## config.mk

```make
export PLATFORM = sky130hd
export DESIGN_NAME = usr_shift_reg
export DESIGN_NICKNAME = d
export VERILOG_FILES = /design/src/usr_pkg.sv /design/src/usr_stage.sv /design/src/usr_shift_reg.sv
export SDC_FILE = /design/constraint.sdc
export NUM_CORES = 1
export LEC_CHECK = 0
export BUFFER_PORTS_ARGS = -buffer_cell sky130_fd_sc_hd__buf_4
export CORE_AREA = 3 3 40 42
export CTS_CLUSTER_SIZE = 25
export DETAILED_ROUTE_END_ITERATION = 6
export DIE_AREA = 0 0 43 45
export SLEW_MARGIN = 20
export SYNTH_ARGS = -nofsm -noshare
export SYNTH_HDL_FRONTEND = slang
export SYNTH_SLANG_ARGS = --single-unit
```

## constraint.sdc

```tcl
create_clock -name i_sys_clk -period 3.5 [get_ports i_sys_clk]
set_clock_uncertainty 0.2 [all_clocks]
set_input_delay 0.7 -clock i_sys_clk [delete_from_list [all_inputs] [get_ports i_sys_clk]]
set_output_delay 0.7 -clock i_sys_clk [all_outputs]
set_load 0.03 [all_outputs]
```

## src/usr_pkg.sv

```systemverilog
/*
 * usr_pkg: shared constants and types for the four-bit universal shift
 * register. Assumes nothing beyond a SystemVerilog compiler.
 */
package usr_pkg;

    localparam int unsigned USR_WIDTH = 4;

    // mode codes, first select in bit 1, second select in bit 0
    typedef enum logic [1:0] {
        USR_MODE_LOAD  = 2'h0,
        USR_MODE_RIGHT = 2'h1,
        USR_MODE_LEFT  = 2'h2,
        USR_MODE_HOLD  = 2'h3
    } usr_mode_t;

    localparam logic [USR_WIDTH-1:0] USR_CLEAR_VALUE = 4'h0;

    typedef struct packed {
        logic                 serial_in_left;
        logic                 serial_in_right;
        logic [USR_WIDTH-1:0] parallel_in;
    } usr_data_t;

endpackage : usr_pkg

```

## src/usr_stage.sv

```systemverilog
/*
 * usr_stage: the storage flip-flops of the shift register, with an
 * optional synchronous clear. Assumes one clock and a computed next value.
 */
`timescale 1ns/1ps
module usr_stage #(
    parameter int unsigned WIDTH = 4
) (
    // clock and reset
    input  wire logic             i_sys_clk,
    input  wire logic             i_rst_n,
    // next value and held value
    input  wire logic [WIDTH-1:0] i_nxt_bits,
    output logic      [WIDTH-1:0] o_bits
);

    logic [WIDTH-1:0] bits_ff;

    // rising edge only, clear is synchronous
    always_ff @(posedge i_sys_clk) begin
        if (!i_rst_n) begin
            bits_ff <= WIDTH'(usr_pkg::USR_CLEAR_VALUE);
        end else begin
            bits_ff <= i_nxt_bits;
        end
    end

    assign o_bits = bits_ff;

endmodule : usr_stage

```

## src/usr_shift_reg.sv

```systemverilog
/*
 * usr_shift_reg: four-bit universal shift register with parallel load,
 * shift right, shift left and hold chosen by two selects.
 * Assumes selects and data are synchronous to i_sys_clk and settled
 * around each rising edge; the clock itself is never gated upstream.
 * Storage and the optional clear sit in usr_stage.
 */
// Behaviour
// - four stored bits always visible; parallel and two serial inputs.
// - stored bits change only on the rising clock edge.
// - two selects pick the operation; clock is never gated.
// - both selects low: load the four parallel inputs.
// - first low, second high: shift right, top bit from right serial.
// - first high, second low: shift left, bit zero from left serial.
// - both selects high: hold all bits.
`timescale 1ns/1ps
module usr_shift_reg #(
    parameter int unsigned WIDTH = usr_pkg::USR_WIDTH
) (
    // clock and reset
    input  wire logic             i_sys_clk,
    input  wire logic             i_rst_n,
    // mode selects
    input  wire logic             i_mode_select_first,
    input  wire logic             i_mode_select_second,
    // data inputs
    input  wire logic [WIDTH-1:0] i_parallel_in,
    input  wire logic             i_serial_in_left,
    input  wire logic             i_serial_in_right,
    // stage outputs, bit 0 is stage_out_bit0
    output logic      [WIDTH-1:0] o_stage_out
);

    // decoded mode and the inputs gathered into one carrier
    usr_pkg::usr_mode_t mode;
    usr_pkg::usr_data_t data;

    // held bits, the two neighbour feeds and the next value
    logic [WIDTH-1:0]   cur_bits;
    logic [WIDTH-1:0]   upper_bits;
    logic [WIDTH-1:0]   lower_bits;
    logic [WIDTH-1:0]   nxt_bits;

    // select pair to mode code, first select is the high bit
    function automatic usr_pkg::usr_mode_t mode_of(
        input logic first,
        input logic second
    );
        usr_pkg::usr_mode_t m;

        m = usr_pkg::usr_mode_t'({first, second});

        return m;
    endfunction : mode_of

    // pins that travel together, packed as one word; the carrier is
    // sized by the package width, so WIDTH must stay at that value
    function automatic usr_pkg::usr_data_t gather_inputs(
        input logic             sl,
        input logic             sr,
        input logic [WIDTH-1:0] d
    );
        usr_pkg::usr_data_t g;

        g.serial_in_left  = sl;
        g.serial_in_right = sr;
        g.parallel_in     = d;

        return g;
    endfunction : gather_inputs

    // right-shift source of one stage: its upper neighbour, or the
    // right serial input for the top stage
    function automatic logic upper_of(
        input logic [WIDTH-1:0] q,
        input logic             sr,
        input int unsigned      pos
    );
        logic b;

        if (pos == WIDTH - 1) begin
            b = sr;
        end else begin
            b = q[pos + 1];
        end

        return b;
    endfunction : upper_of

    // left-shift source of one stage: its lower neighbour, or the
    // left serial input for stage zero
    function automatic logic lower_of(
        input logic [WIDTH-1:0] q,
        input logic             sl,
        input int unsigned      pos
    );
        logic b;

        if (pos == 0) begin
            b = sl;
        end else begin
            b = q[pos - 1];
        end

        return b;
    endfunction : lower_of

    // right-shift sources of all stages side by side
    function automatic logic [WIDTH-1:0] right_feed(
        input logic [WIDTH-1:0] q,
        input logic             sr
    );
        logic [WIDTH-1:0] f;

        f = q;
        for (int unsigned i = 0; i < WIDTH; i++) begin
            f[i] = upper_of(q, sr, i);
        end

        return f;
    endfunction : right_feed

    // left-shift sources of all stages side by side
    function automatic logic [WIDTH-1:0] left_feed(
        input logic [WIDTH-1:0] q,
        input logic             sl
    );
        logic [WIDTH-1:0] f;

        f = q;
        for (int unsigned i = 0; i < WIDTH; i++) begin
            f[i] = lower_of(q, sl, i);
        end

        return f;
    endfunction : left_feed

    // one stage is a four-way choice; the clock is common to all
    function automatic logic stage_next(
        input usr_pkg::usr_mode_t m,
        input logic               self_bit,
        input logic               load_bit,
        input logic               upper_bit,
        input logic               lower_bit
    );
        logic b;

        b = self_bit;

        case (m)
            usr_pkg::USR_MODE_LOAD: begin
                b = load_bit;
            end
            usr_pkg::USR_MODE_RIGHT: begin
                b = upper_bit;
            end
            usr_pkg::USR_MODE_LEFT: begin
                b = lower_bit;
            end
            usr_pkg::USR_MODE_HOLD: begin
                b = self_bit;
            end
            default: begin
                // undriven selects keep the contents rather than guess
                b = self_bit;
            end
        endcase

        return b;
    endfunction : stage_next

    // every stage in parallel, so all bits move on the same edge;
    // no stage sees a neighbour's new value within one cycle
    function automatic logic [WIDTH-1:0] next_bits(
        input usr_pkg::usr_mode_t m,
        input logic [WIDTH-1:0]   q,
        input logic [WIDTH-1:0]   d,
        input logic [WIDTH-1:0]   up,
        input logic [WIDTH-1:0]   low
    );
        logic [WIDTH-1:0] r;

        r = q;

        for (int unsigned i = 0; i < WIDTH; i++) begin
            r[i] = stage_next(m, q[i], d[i], up[i], low[i]);
        end

        return r;
    endfunction : next_bits

    always_comb begin
        // selects steer data, never the clock
        mode       = mode_of(i_mode_select_first,
                             i_mode_select_second);

        data       = gather_inputs(i_serial_in_left,
                                   i_serial_in_right,
                                   i_parallel_in);

        // both feeds are formed every cycle; the mode picks one
        upper_bits = right_feed(cur_bits, data.serial_in_right);
        lower_bits = left_feed(cur_bits, data.serial_in_left);

        nxt_bits   = next_bits(mode,
                               cur_bits,
                               data.parallel_in,
                               upper_bits,
                               lower_bits);
    end

    // the flip-flops live in their own module with the clear
    usr_stage #(
        .WIDTH (WIDTH)
    ) u_stage (
        .i_sys_clk  (i_sys_clk),
        .i_rst_n    (i_rst_n),
        .i_nxt_bits (nxt_bits),
        .o_bits     (cur_bits)
    );

    // outputs come straight from the stage flip-flops
    assign o_stage_out = cur_bits;

endmodule : usr_shift_reg

```

==> run summary <==
## GRT
* **vias in the first global route** 288
* **GRT Residual Overflow** 0
* **first-pass GRT wire length** 1166 um
* **antenna violations before repair** 0
* **pin count of the biggest net entering global routing** 9
* **GRT Util Overall** 8.070%

## Die
* **standard-cell rows** 13
* **die width** 43 um
* **area of the die** 0.001935 mm2
* **height of the chip** 45 um
* **starting density of the core** 20.35%
* **core box area** 0.001285 mm2
* **IO Pins** 14

## Pwr
* **leak pwr** 0.1965 nW
* **IR Drop Worst-Case VDD** 0.00007662 V
* **Pwr Density** 394.5 mW/mm2

## Logic synthesis
* **number of synthesized register bits** 4
* **proportion of synthesized area in mux cells** 0%
* **post-synthesis cell count** 30
* **post-synthesis simple-gate area fraction** 23.44%
* **post-synthesis compound-gate area fraction** 27.27%
* **sequential cell area fraction in the yosys report** 30.62%
* **warnings from Yosys** 0
* **largest area contributor in the synthesized netlist** sky130_fd_sc_hd__dfxtp_1
* **share of the synthesized netlist area taken by xor and xnor gates** 0%
* **post-synthesis area per instance** 8.717 um2
* **adder and majority cell fraction of the synthesized area** 14.35%
* **summed instance area of the synthesized netlist** 261.5 um2
* **cell types with the largest area share after synthesis** sky130_fd_sc_hd__dfxtp_1, sky130_fd_sc_hd__ha_1, sky130_fd_sc_hd__a221o_1, sky130_fd_sc_hd__a21boi_1, sky130_fd_sc_hd__or2b_1
* **leading register cell type out of synthesis** sky130_fd_sc_hd__dfxtp_1
* **cell with the most instances after synthesis** sky130_fd_sc_hd__dfxtp_1
* **number of synthesized flops with an enable pin** 0
* **post-synthesis net count** 43
* **FFs w/ async S/R, synth** 0%
* **dominant combinational cell family by area after synthesis** compound AO/OA/AOI/OAI gates
* **number of different library cells in the post-synthesis netlist** 13
* **area fraction of the dominant cell type after synthesis** 30.62%

## Routing
* **wire length reported by the detailed router** 686 um
* **drt drc** 0
* **final antenna-violating net count** 0
* **Avg Vias per Cell** 4.541
* **DR iter-0 viols** 4
* **number of detailed-route iterations in the first pass** 4
* **overall via count from detail_route** 277
* **routed length per placed instance** 11.25 um

## Timing
* **count of endpoints failing setup in the final report** 0
* **Final Cycle Share** 49.82%
* **Max Clock Freq** 0.5734 GHz
* **final critical delay including setup and external delays** 1744 ps
* **number of max-slew violations in the final report** 0
* **setup repair after global routing missed its margin** no
* **slew of the pin with the lowest slew margin** 199.5 ps
* **Max-slew headroom** 86.70%
* **min setup slack post-route** 1756 ps
* **total count of hold-check failures in the final report** 0
* **sum of negative setup slack** 0 ps

## Worst hold path
* **endpoint with the worst hold slack** u_stage.o_bits[0]
* **Cells on Worst Hold Path** 2
* **class of the worst hold path** reg -> reg
* **origin of the worst min-delay path** u_stage.o_bits[0]

## Clocking
* **CTS tree** done
* **clock latency at the later pin of the worst-skew pair** 230 ps
* **count of clock tree sinks** 4
* **maximum level of the CTS H-tree** 1
* **root buffer selected by CTS** sky130_fd_sc_hd__clkbuf_4
* **clock transition time at the flip-flop clock pins of the worst setup and hold paths** 40 ps
* **total setup buffers inserted after CTS** 0
* **cts repair resizes** 0
* **Max Buffers Root-to-Sink** 2
* **post-cts hold buffer count** 0
* **Inserted Clock Buffers** 3

## Final layout
* **share of cells above drive strength 1** 34.78%
* **max FFs per register** 4
* **Nets** 61
* **Ant. Diodes** 0
* **Syn-to-layout area delta** 53.11%

## Placed design
* **final weighted congestion in routability-driven placement** 0.7043
* **worst setup slack after placement** 1496 ps
* **DP HPWL** 516.4 um
* **Port Buffer Count** 13

## Setup path
* **worst reg-to-reg setup slack** 2370 ps
* **maximum fanout along the worst path** 8
* **launch point of the worst reg-to-reg path** u_stage.o_bits[2]
* **critical path class** in -> reg
* **arrival time worst endpoint** 1670 ps
* **sort of element at the end of the critical path** flip-flop
* **R2R cell count** 3
* **CP Launch Type** input pin
* **endpoint required time on the critical path** 3420 ps
* **FF-to-FF End** u_stage.o_bits[3]

## Run
* **number of maximum-capacitance violations** 0

## Run status
* **outcome** complete, no violations

-- routing by layer --
layer | track usage, % | part of all wire (%)
met5 | 0 | 0
met2 | 12.87 | 48
met4 | 7.229 | 0
met1 | 9.615 | 45
met3 | 0.7968 | 6.3
-- power breakdown --
part / internal (mW) / switching, mW / leakage [nW]
Sequential: 0.0502 / 0.00420 / 0.0331
Combinational: 0.0234 / 0.0225 / 0.150
Clock: 0.0384 / 0.0193 / 0.0138
Total: 0.112 / 0.0460 / 0.197
-- metrics by stage --
step	utilization [%]	instance area, um2	hold slack, ps	power (mW)	cells
floorplan	-	261.5	390.8	0.08171	30
global placement	29.41	377.9	275.4	0.1009	58
detailed placement	29.41	377.9	287.7	0.1014	58
CTS	31.16	400.4	293.6	0.1615	61
global route	31.16	400.4	299.1	0.1676	61
finish	31.16	400.4	287.7	0.1580	61
-- worst max-delay path, stage by stage --
cell and delay (ps):
sky130_fd_sc_hd__buf_4 90, sky130_fd_sc_hd__inv_1 40, sky130_fd_sc_hd__ha_1 360, sky130_fd_sc_hd__a211o_1 290, sky130_fd_sc_hd__a21oi_1 120, sky130_fd_sc_hd__nor3_1 70
-- placed cells by master (no fill, tap or decap), drive strengths merged --
master  synthesis  layout
a21oi           1       1
buf             0      13
o21ai           1       1
nand2           3       3
nor3            1       1
a21boi          3       3
a211o           1       1
a221o           3       3
or2b            3       3
nor3b           1       1
clkbuf          0       3
ha              3       3
inv             3       3
dfxtp           4       4
nand3           3       3
-- worst max path at each step --
stage	start	slack (ps)	to
floorplan	i_mode_select_first	1680	u_stage.o_bits[1]
global placement	i_mode_select_first	1530	u_stage.o_bits[1]
detailed placement	i_mode_select_first	1500	u_stage.o_bits[1]
CTS	i_mode_select_first	1750	u_stage.o_bits[1]
global route	i_mode_select_first	1670	u_stage.o_bits[1]
finish	i_mode_select_first	1760	u_stage.o_bits[1]
-- cells by family after synthesis --
| logic type | after synthesis |
|---|---|
| AOI/OAI and AO/OA | 9 |
| and+or+nand+nor | 11 |
| buffers and inverters | 3 |
| adders and majority gates | 3 |
| DFF | 4 |
-- layout make-up --
| cell class | count | area (um2) |
|---|---|---|
| Sequential cell | 4 | 80.08 |
| Timing Repair Buffer | 13 | 97.59 |
| Tap cell | 15 | 18.77 |
| Fill cell | 142 | 884.6 |
| Multi-Input combinational cell | 23 | 170.2 |
| Inverter | 3 | 11.26 |
| Clock buffer | 3 | 22.52 |
No activity file was read; power rests on OpenSTA's default activity.
